File: config.mk
export PLATFORM = sky130hd
export DESIGN_NAME = sync_lock_supervisor
export DESIGN_NICKNAME = d
export VERILOG_FILES = /design/src/sync_lock_pkg.sv /design/src/flash_pattern.sv /design/src/sync_lock_supervisor.sv
export SDC_FILE = /design/constraint.sdc
export NUM_CORES = 1
export LEC_CHECK = 0
export ABC_AREA = 1
export BUFFER_PORTS_ARGS = -buffer_cell sky130_fd_sc_hd__buf_2
export CORE_ASPECT_RATIO = 1.4
export CORE_UTILIZATION = 40
export CTS_CLUSTER_DIAMETER = 100
export CTS_CLUSTER_SIZE = 12
export DETAILED_ROUTE_END_ITERATION = 16
export HOLD_SLACK_MARGIN = 0.1
export PLACE_DENSITY = 0.54
export RECOVER_POWER = 25
export SLEW_MARGIN = 20
export SYNTH_ARGS = -nofsm -noshare
export SYNTH_HDL_FRONTEND = slang
export SYNTH_SLANG_ARGS = --single-unit
File: constraint.sdc
create_clock -name REF_CLK -period 6.15 [get_ports REF_CLK]
set_clock_uncertainty 0.05 [all_clocks]
set_input_delay 1.23 -clock REF_CLK [delete_from_list [all_inputs] [get_ports REF_CLK]]
set_output_delay 1.23 -clock REF_CLK [all_outputs]
set_load 0.01 [all_outputs]
File: src/sync_lock_pkg.sv
package sync_lock_pkg;

  // Timing: 100 MHz reference clock
  localparam int CLK_PERIOD_NS = 10;
  // Lock must be reached one second after the sync process starts
  localparam int LOCK_DEADLINE_MS = 1000;
  localparam int LOCK_DEADLINE_CYCLES = (LOCK_DEADLINE_MS * 1000000) / CLK_PERIOD_NS;

  // Extended setup and consecutive-error setting field positions
  localparam int EXT_SETUP_WIDTH = 16;
  localparam int EXT_MISS_MODE_BIT = 8;
  localparam int MAX_ERR_WIDTH = 16;
  localparam int MAX_ERR_LSB = 0;
  localparam int MAX_ERR_FIELD_WIDTH = 4;

  // Status code reported with the alarm
  localparam logic [15:0] AL_CODE_INCOMPLETE_LOCK = 16'h002d;
  localparam logic [15:0] AL_CODE_NONE = 16'h0000;

  // Single-flash indicator timing: 200 ms on, 1000 ms off
  localparam int FLASH_ON_MS = 200;
  localparam int FLASH_OFF_MS = 1000;
  localparam int FLASH_TICK_US = 1;
  localparam int FLASH_TICK_CYCLES = (FLASH_TICK_US * 1000) / CLK_PERIOD_NS;
  localparam int FLASH_ON_TICKS = FLASH_ON_MS * 1000 / FLASH_TICK_US;
  localparam int FLASH_PERIOD_TICKS = (FLASH_ON_MS + FLASH_OFF_MS) * 1000 / FLASH_TICK_US;

  // Slave state machine states
  typedef enum logic [2:0] {
    ST_INIT,
    ST_PREOP,
    ST_SAFEOP,
    ST_OP,
    ST_BOOT
  } slave_state_type;

  // Synchronisation modes
  typedef enum logic [1:0] {
    SYNC_FREERUN,
    SYNC_DC,
    SYNC_SM2
  } sync_mode_type;

  // Supervisor state
  typedef enum logic [1:0] {
    SUP_IDLE,
    SUP_WAIT_LOCK,
    SUP_LOCKED
  } sup_state_type;

  // Settings from the host
  typedef struct packed {
    logic [EXT_SETUP_WIDTH-1:0] comm_extended_setup_seven;
    logic [MAX_ERR_WIDTH-1:0] max_consecutive_comm_error_setting;
    sync_mode_type sync_mode;
  } setup_type;

  // Report toward the host
  typedef struct packed {
    logic alarm;
    logic force_preop;
    logic [15:0] al_code;
  } report_type;

endpackage

File: src/flash_pattern.sv
`timescale 1ns/10ps
module flash_pattern
  import sync_lock_pkg::*;
#(
  parameter int TICK_CYCLES = FLASH_TICK_CYCLES,
  parameter int ON_TICKS = FLASH_ON_TICKS,
  parameter int PERIOD_TICKS = FLASH_PERIOD_TICKS
)
(
  input wire logic clk,
  input wire logic rst,
  input wire logic enable,
  output logic led
);

  initial
  begin
    if (TICK_CYCLES < 1 || ON_TICKS < 1 || PERIOD_TICKS <= ON_TICKS)
      $error("flash_pattern: bad timing parameters");
  end

  logic [31:0] div_q, div_d;
  logic [31:0] tick_q, tick_d;
  logic led_q, led_d;
  logic tick_en;

  // Prescaler enable and pattern position
  always_comb
  begin
    tick_en = (div_q == 32'(TICK_CYCLES - 1));
    div_d = tick_en ? 32'h0 : div_q + 32'h1;
    tick_d = tick_q;
    if (tick_en)
      tick_d = (tick_q == 32'(PERIOD_TICKS - 1)) ? 32'h0 : tick_q + 32'h1;
    if (!enable)
    begin
      div_d = 32'h0;
      tick_d = 32'h0;
    end
    led_d = enable && (tick_d < 32'(ON_TICKS));
  end

  // Register the pattern
  always_ff @(posedge clk or posedge rst)
  begin
    if (rst)
    begin
      div_q <= 32'h0;
      tick_q <= 32'h0;
      led_q <= 1'b0;
    end
    else
    begin
      div_q <= div_d;
      tick_q <= tick_d;
      led_q <= led_d;
    end
  end

  assign led = led_q;

endmodule

File: src/sync_lock_supervisor.sv
`timescale 1ns/10ps
module sync_lock_supervisor
  import sync_lock_pkg::*;
#(
  parameter int DEADLINE_CYCLES = LOCK_DEADLINE_CYCLES,
  parameter int FLASH_TICK = FLASH_TICK_CYCLES
)
(
  // Clock and reset
  input wire logic REF_CLK,
  input wire logic RST,
  // Slave state and configuration
  input wire slave_state_type STATE,
  input wire slave_state_type REQ_STATE,
  input wire setup_type SETUP,
  // Synchronisation events (same clock domain)
  input wire logic SYNC_START,
  input wire logic LOCK_DONE,
  input wire logic IRQ_HANDLED,
  input wire logic IRQ_MISSED,
  // Other communication errors and clear
  input wire logic OTHER_ERR,
  input wire logic [15:0] OTHER_ERR_CODE,
  input wire logic ALARM_CLEAR,
  // Outputs
  output report_type REPORT,
  output logic [15:0] DISPLAY_CODE,
  output logic ERR_LED
);

  initial
  begin
    if (DEADLINE_CYCLES < 1)
      $error("sync_lock_supervisor: deadline must be at least one cycle");
    if (FLASH_TICK < 1)
      $error("sync_lock_supervisor: indicator tick must be at least one cycle");
  end

  // Threshold field of the consecutive-error setting
  function automatic logic [MAX_ERR_FIELD_WIDTH-1:0] miss_limit(input setup_type s);
    miss_limit = s.max_consecutive_comm_error_setting[MAX_ERR_LSB +: MAX_ERR_FIELD_WIDTH];
  endfunction

  sup_state_type sup_q, sup_d;
  logic [31:0] timer_q, timer_d;
  logic [MAX_ERR_FIELD_WIDTH:0] miss_q, miss_d;
  logic alarm_q, alarm_d;
  logic [15:0] code_q, code_d;
  logic [15:0] disp_q, disp_d;
  logic preop_q, preop_d;
  logic ext_mode;
  logic mode_ok;
  logic window_ok;
  logic deadline_hit;
  logic miss_hit;
  logic detect;

  // Qualifiers for detection
  always_comb
  begin
    ext_mode = SETUP.comm_extended_setup_seven[EXT_MISS_MODE_BIT];
    mode_ok = (SETUP.sync_mode == SYNC_DC) || (SETUP.sync_mode == SYNC_SM2);
    window_ok = 1'b0;
    if (STATE == ST_PREOP && REQ_STATE == ST_SAFEOP)
      window_ok = 1'b1;
    else if (ext_mode && STATE == ST_SAFEOP && REQ_STATE == ST_OP)
      window_ok = 1'b1;
    else if (ext_mode && (STATE == ST_SAFEOP || STATE == ST_OP))
      window_ok = 1'b1;
  end

  // Lock supervisor sequence
  always_comb
  begin
    sup_d = sup_q;
    timer_d = timer_q;
    miss_d = miss_q;
    deadline_hit = 1'b0;
    miss_hit = 1'b0;
    case (sup_q)
      SUP_IDLE:
      begin
        timer_d = 32'h0;
        miss_d = '0;
      end
      SUP_WAIT_LOCK:
      begin
        if (LOCK_DONE)
        begin
          sup_d = SUP_LOCKED;
          miss_d = '0;
        end
        else if (timer_q == 32'(DEADLINE_CYCLES - 1))
        begin
          deadline_hit = 1'b1;
          sup_d = SUP_IDLE;
        end
        else
          timer_d = timer_q + 32'h1;
      end
      SUP_LOCKED:
      begin
        if (IRQ_HANDLED)
          miss_d = '0;
        else if (IRQ_MISSED && ext_mode)
        begin
          if (miss_q > {1'b0, miss_limit(SETUP)} - 1'b1 || miss_q == {1'b0, miss_limit(SETUP)})
          begin
            miss_hit = (miss_q + 1'b1) > {1'b0, miss_limit(SETUP)};
          end
          if (miss_q != '1)
            miss_d = miss_q + 1'b1;
          if (miss_hit)
            sup_d = SUP_IDLE;
        end
      end
      default:
        sup_d = SUP_IDLE;
    endcase
    if (SYNC_START)
    begin
      sup_d = SUP_WAIT_LOCK;
      timer_d = 32'h0;
      miss_d = '0;
    end
    else if (!mode_ok)
      sup_d = SUP_IDLE;
  end

  // Alarm, report code and display
  always_comb
  begin
    detect = (deadline_hit || miss_hit) && mode_ok && window_ok;
    alarm_d = alarm_q;
    code_d = code_q;
    disp_d = disp_q;
    preop_d = 1'b0;
    if (ALARM_CLEAR)
    begin
      alarm_d = 1'b0;
      code_d = AL_CODE_NONE;
      disp_d = AL_CODE_NONE;
    end
    if (OTHER_ERR)
    begin
      code_d = OTHER_ERR_CODE;
      if (disp_d == AL_CODE_NONE)
        disp_d = OTHER_ERR_CODE;
    end
    if (detect)
    begin
      alarm_d = 1'b1; // set wins over clear
      preop_d = 1'b1;
      code_d = AL_CODE_INCOMPLETE_LOCK;
      if (disp_d == AL_CODE_NONE)
        disp_d = AL_CODE_INCOMPLETE_LOCK;
    end
  end

  // Register the lock supervisor sequence
  always_ff @(posedge REF_CLK or posedge RST)
  begin
    if (RST)
    begin
      sup_q <= SUP_IDLE;
      timer_q <= 32'h0;
      miss_q <= '0;
    end
    else
    begin
      sup_q <= sup_d;
      timer_q <= timer_d;
      miss_q <= miss_d;
    end
  end

  // Register alarm, report code and display
  always_ff @(posedge REF_CLK or posedge RST)
  begin
    if (RST)
    begin
      alarm_q <= 1'b0;
      code_q <= AL_CODE_NONE;
      disp_q <= AL_CODE_NONE;
      preop_q <= 1'b0;
    end
    else
    begin
      alarm_q <= alarm_d;
      code_q <= code_d;
      disp_q <= disp_d;
      preop_q <= preop_d;
    end
  end

  // Single-flash indicator while alarm stands
  flash_pattern #(
    .TICK_CYCLES(FLASH_TICK),
    .ON_TICKS(FLASH_ON_TICKS),
    .PERIOD_TICKS(FLASH_PERIOD_TICKS)
  ) u_flash (
    .clk(REF_CLK),
    .rst(RST),
    .enable(alarm_q),
    .led(ERR_LED)
  );

  assign REPORT.alarm = alarm_q;
  assign REPORT.force_preop = preop_q;
  assign REPORT.al_code = code_q;
  assign DISPLAY_CODE = disp_q;

endmodule

# Yosys cells after proc, flatten, opt, wreduce, memory -nomap -nowiden
# Cells that the tools add are included.
totals:
  regBits: 138
  latch_bits: 0
  ram_bits: 0
  rom_bits: 0
  in_bits: 64
  out_inout_bits: 35
  word_cells: 111
  memories: 0
classes:
  n_addsub: 5
  multipliers: 0
  n_div: 0
  magnitude_cmp: 3
  n_eq_ne: 24
  shifts: 0
  mux: 47
  bitwise: 0
  n_reduce_logical: 22
op_table:
  columns: ["cell", "n"]
  rows:
  - ["$mux W32", 8]
  - ["$mux W16", 8]
  - ["$add A32 B1 Y32 const B", 3]
  - ["$pmux W32 S2", 1]
  - ["$eq A32 B21 Y1 const B", 1]
  - ["$eq A32 B27 Y1 const B", 1]
  - ["$eq A32 B7 Y1 const B", 1]
  - ["$logic_not A16 Y1", 2]
  - ["$lt A32 B18 Y1 const B", 1]
  - ["$mux W5", 5]
  - ["$ne A4 B4 Y1 const B", 5]
  - ["$mux W1", 16]
  - ["$pmux W5 S3", 1]
  - ["$mux W2", 7]
  - ["$eq A3 B2 Y1 const B", 4]
  - ["$ne A3 B3 Y1 const B", 4]
  - ["$ne A5 B5 Y1 const B", 2]
  - ["$logic_and A1 B1 Y1", 8]
  - ["$pmux W2 S3", 1]
  - ["$reduce_bool A3 Y1", 2]
  - ["$add A5 B1 Y5 const B", 1]
  - ["$eq A5 B4 Y1", 1]
  - ["$gt A5 B4 Y1", 1]
  - ["$gt A5 B5 Y1", 1]
  - ["11 further kinds", 16]

# Longest topological paths before layout
depth:
  depth_word: 14
  mapped_depth: 16
  ltp_nobuf: 16

# Hierarchy
# From an unflattened synthesis, not the netlist that was laid out.
hier_totals:
  hier_cells: 1398
  hier_area_um2: 9384.0
by_module_without_submodules:
  columns: ["mod", "instances", "cells_each", "area_per_inst_um2"]
  rows:
  - ["sync_lock_supervisor", 1, 663, 4759.6]
  - ["flash_pattern", 1, 735, 4624.4]

# Worst setup path before layout
# OpenSTA, ideal clock, no wires.
synth_timing:
  path_kind: "input-to-reg"
  from: "input port SETUP[2] (netlist bit)"
  to: "register alarm_q"
  arrival_time_ns: 2.875
  required_time_ns: 5.958
  setup_slack_ns: 3.083
  cell_stages: 13
  cell_sequence: "inv_1 -> ha_1 -> xnor2_1 -> ha_1 -> a21oi_1 -> o21ai_0 -> o21ai_0 -> nand2_1 -> nand3_1 -> nand2_1 -> nand2_1 -> clkbuf_1 -> o21ai_0"
synth_between:
  elab_chain_cells: 14
  elab_cells_between_ends: 17
  cone_classes: "add/sub (1); order compare (2); eq/ne (1); mux (8); reduce/logical (5)"
synth_rtl:
  columns: ["item", "line_no", "text"]
  rows:
  - ["start: declaration", "sync_lock_supervisor.sv:15", "input wire setup_type SETUP,"]
  - ["$sub A4 B1 Y5", "sync_lock_supervisor.sv:107", "if (miss_q > {1'b0, miss_limit(SETUP)} - 1'b1 || miss_q == {1'b0, miss_limit(SETUP)})"]
  - ["$gt A5 B5 Y1", "sync_lock_supervisor.sv:107", null]
  - ["$logic_or A1 B1 Y1", "sync_lock_supervisor.sv:107", null]
  - ["$mux W1 *", "sync_lock_supervisor.sv:107", null]
  - ["$mux W1 *", "sync_lock_supervisor.sv:105", "else if (IRQ_MISSED && ext_mode)"]
  - ["$mux W1 *", "sync_lock_supervisor.sv:103", "if (IRQ_HANDLED)"]
  - ["$mux W1 *", "sync_lock_supervisor.sv:80", "case (sup_q)"]
  - ["$mux W1 *", "sync_lock_supervisor.sv:105", null]
  - ["$mux W1 *", "sync_lock_supervisor.sv:103", null]
  - ["$mux W1 *", "sync_lock_supervisor.sv:80", null]
  - ["$logic_or A1 B1 Y1 *", "sync_lock_supervisor.sv:133", "detect = (deadline_hit || miss_hit) && mode_ok && window_ok;"]
  - ["$logic_and A1 B1 Y1 * (2 in series)", "sync_lock_supervisor.sv:133", null]
  - ["$mux W1 or $reduce_bool A2 Y1 (tied branches)", null, null]
  - ["end signal: assignment", "sync_lock_supervisor.sv:189", "alarm_q <= alarm_d;"]
  - ["end: declaration", "sync_lock_supervisor.sv:47", "logic alarm_q, alarm_d;"]
# Mark *: on every way between the ends. The rest lies on a longest branch, timed or not. The select of a mux whose other input is x is not followed.
# A chain may end at the register's enable or synchronous reset.

# Final worst setup path
layout_timing:
  from: "input port SETUP[2] (netlist bit)"
  to: "register disp_q[0], in the netlist DISPLAY_CODE[0]"
layout_between:
  elab_chain_cells: 14
  elab_cells_between_ends: 16
  cone_classes: "add/sub (1); order compare (2); eq/ne (1); mux (8); reduce/logical (4)"
layout_rtl:
  columns: ["item", "line_no", "text"]
  rows:
  - ["$sub A4 B1 Y5", "sync_lock_supervisor.sv:107", null]
  - ["$gt A5 B5 Y1", "sync_lock_supervisor.sv:107", null]
  - ["$logic_or A1 B1 Y1", "sync_lock_supervisor.sv:107", null]
  - ["$mux W1 *", "sync_lock_supervisor.sv:107", null]
  - ["$mux W1 *", "sync_lock_supervisor.sv:105", null]
  - ["$mux W1 *", "sync_lock_supervisor.sv:103", null]
  - ["$mux W1 *", "sync_lock_supervisor.sv:80", null]
  - ["$mux W1 *", "sync_lock_supervisor.sv:105", null]
  - ["$mux W1 *", "sync_lock_supervisor.sv:103", null]
  - ["$mux W1 *", "sync_lock_supervisor.sv:80", null]
  - ["$logic_or A1 B1 Y1 *", "sync_lock_supervisor.sv:133", null]
  - ["$logic_and A1 B1 Y1 * (2 in series)", "sync_lock_supervisor.sv:133", null]
  - ["$mux W16 *", "sync_lock_supervisor.sv:150", "if (detect)"]
  - ["named net disp_d[0]", "sync_lock_supervisor.sv:49", "logic [15:0] disp_q, disp_d;"]
  - ["end signal: assignment", "sync_lock_supervisor.sv:191", "disp_q <= disp_d;"]
  - ["end: declaration", "sync_lock_supervisor.sv:49", null]
# Mark *: on every way through the listed nets, which the timed path passes. The rest lies on a longest branch. The select of a mux whose other input is x is not followed.

==> reports/qor.yml <==
r2r_end: "DISPLAY_CODE[0]$_DFF_PP0_"
io_pins: 99
hpwl_um: 18900
cp_max_fo: 31
yosysSeqAreaShare_pct: 38.2
worst_pin_slew_ps: 1040
hold_buffers: 0
hold_path_depth: 2
synth_top_family_by_area: "simple AND/OR/NAND/NOR gates"
wl_per_cell_um: 14.9
cts_buffer_depth: 2
power_mw: 2.37
fin_ws_ps: 2540
cts_resized: 0
irDropWorstVdd_mv: 0.207
drive_above_1_share_pct: 11.9
ff2ff_path_depth: 13
combPwrFrac_pct: 13.0
critPathMaxStageDelay_ps: 760
core_area_um2: 22000
final_cell_mix: "nand2_1, nor2_1, inv_1, dfrtp_1, nand3_1"
rsz0062_at_grt: "false"
cp_common_cell: "nand2_1"
sw_frac_of_total_pct: 28.0
synth.avg_cell_area_um2: 6.88
die-area_um2: 23200
required_ps: 6430
post-place-ws_ps: 2110
synth_seq_cells: 138
synth_edf_count: 0
grt_pass1_vias: 8310
p_switching_mw: 0.663
num_vias: 8400
power.share.sequential_pct: 41.4
worstPathArrival_ps: 3890
finalSetupViolations: 0
synthCells: 1313
clock_latency_ps: 440
die_w_um: 129
relSlewSlack_pct: 30.2
wl_met3_um: 773
p_leak_nw: 4.85
final_common_cell: "nand2_1"
crit_chain: "buf_2, inv_1, ha_1, xnor2_1, ha_1, a21oi_1, o21ai_0, o21ai_0, nand2_1, nand3_1, nand2_1, nand2_1, nor2_1, nand3_2, nand2_1"
finalCritPeriodShare_pct: 58.7
hold_start: "code_q[13]$_DFFE_PP0P_"
rr_startpoint: "miss_q[1]$_DFFE_PP0P_"
final_antenna_net_count: 0
yosys_warnings: 0
met1_length_um: 10600
met2WireLength_um: 13200
postCtsSetupRepairBufs: 0
grt_pass1_wl_um: 41400
grt_max_degree: 106
maxSlewViolCount: 0
endpoint_kind: "register"
path_clk_slew_ps: 60
layout.nets: 1452
antenna_cells: 0
avgViaCountPerCell: 4.99
clkSinkCount: 138
clock_power_share_pct: 45.5
slowest_stage: "nand2_1"
drt_iter0_drc: 460
synth-compound-area-share_pct: 6.15
min_path_type: "register to register"
muxShareOfSynthArea_pct: 0
timing.final.hold_violations: 0
start_kind: "input pin"
fin_area_um2: 10200
min_period_ps: 3610
p_int_mw: 1.71
synth_fa_ha_area_share_pct: 2.08
die_height_um: 180
port_buffers: 71
post-route-util_pct: 46.3
placed_cell_area_um2: 9590
status: "complete, no violations"
grtUsageTotal_pct: 22.9
yosys.area_share.xor_xnor_pct: 4.65
highest_layer: "met4"
cts_made_buffers: 17
maxCapViolCount: 0
gr-total-overflow: 0
finalWirelength_um: 25100
htreeDepth: 4
ys_types: 47
synthArstFlopShare_pct: 100
p_per_area_nw_per_um2: 232
netlist_area_um2: 9030
max_freq_mhz: 277
gp_congestion: 0.890
drc: 0
critPathKind: "input pin to register"
yosys.area_share.simple_pct: 40.1
cts_tree: "built"
start_util_pct: 41.0
hold_end: "code_q[13]$_DFFE_PP0P_"
r2r_slack_ps: 3070
synth_fp_nets: 1392
num_rows: 64
firstDrtPassIters: 5
area_growth_pct: 12.9
fin_tns_setup_ps: 0
cts_root_buf: "clkbuf_16"
antenna_found_initial: 0
dominantRegCellSynth: "dfrtp_1"
[state kept, by name (all words and copies together), names as in the netlist]
signal          count
code_q             16
DISPLAY_CODE       16
sup_q               2
u_flash.div_q      32
u_flash.led         1
alarm_q             1
preop_q             1
timer_q            32
miss_q              5
u_flash.tick_q     32
[cell type report]
class	instances	area, um2
fill	2313	11800
multi-input combinational	984	4790
sequential	138	3450
inverter	160	611
clock buffer	19	443
tap	297	372
timing repair buffer	72	362
clock inverter	13	169
[Yosys cell counts, drive strengths merged (2+ instances only)]
cell      n  area [um2]
nand2   404        1560
nor2    207         832
inv     158         598
dfrtp   138        3450
nand3   113         581
nor3     58         312
o21ai    42         248
xor2     36         315
nand4    30         188
a21oi    27         146
buf      16         129
clkbuf   15        56.3
ha       15         188
nor4     13         111
xnor2    12         105
a22oi     4        30.0
o22ai     4        25.0
o21a      3        22.5
a211oi    2        15.0
a21boi    2        15.0
a31oi     2        12.5
and3      2        12.5
clkinv    2        7.51
[power by group through the flow]
| stage | Combinational (mW) | Sequential (mW) | Clock (mW) |
|---|---|---|---|
| floorplan | 0.184 | 1.02 | 0 |
| global placement | 0.313 | 0.997 | 0 |
| detailed placement | 0.314 | 0.997 | 0 |
| CTS | 0.316 | 0.981 | 1.10 |
| global route | 0.350 | 0.988 | 1.15 |
| finish | 0.308 | 0.981 | 1.08 |
[through the flow]
step	instances	hold WS, ps
6_report	1683	442
3_5_place_dp	1651	432
4_1_cts	1683	445
5_1_grt	1683	479
3_3_place_gp	1651	429
2_1_floorplan	1313	405
[kinds of logic after synthesis]
| logic type | Yosys count |
|---|---|
| fa+ha+maj | 15 |
| xor+xnor | 48 |
| flops | 138 |
| compound gates | 91 |
| buf+inv | 191 |
| simple gates | 830 |
[how the worst max path moves through the flow]
stage	cells past startpoint	to	start
2_1_floorplan	1	DISPLAY_CODE[0]$_DFF_PP0_	RST
6_report	15	DISPLAY_CODE[0]$_DFF_PP0_	SETUP[2]
4_1_cts	15	DISPLAY_CODE[3]$_DFF_PP0_	SETUP[2]
5_1_grt	15	DISPLAY_CODE[3]$_DFF_PP0_	SETUP[3]
3_5_place_dp	17	DISPLAY_CODE[3]$_DFF_PP0_	SETUP[2]
3_3_place_gp	17	DISPLAY_CODE[2]$_DFF_PP0_	SETUP[2]
[per-layer routing]
| layer | track usage (%) | vias up |
|---|---|---|
| li1 | - | 4319 |
| met1 | 26.3 | 3858 |
| met2 | 42.1 | 180 |
| met3 | 3.78 | 43 |
| met4 | 7.53 | 0 |
| met5 | 0 | - |
[worst max-delay path: cells and delay by family]
| kind | cells | cell delay, ps |
|---|---|---|
| AO/OA/AOI/OAI | 3 | 460 |
| adder cells (fa/ha/maj) | 2 | 520 |
| XOR/XNOR | 1 | 130 |
| buffers and inverters | 2 | 180 |
| AND/OR/NAND/NOR | 7 | 1350 |
(Power assumes the default switching activity.)
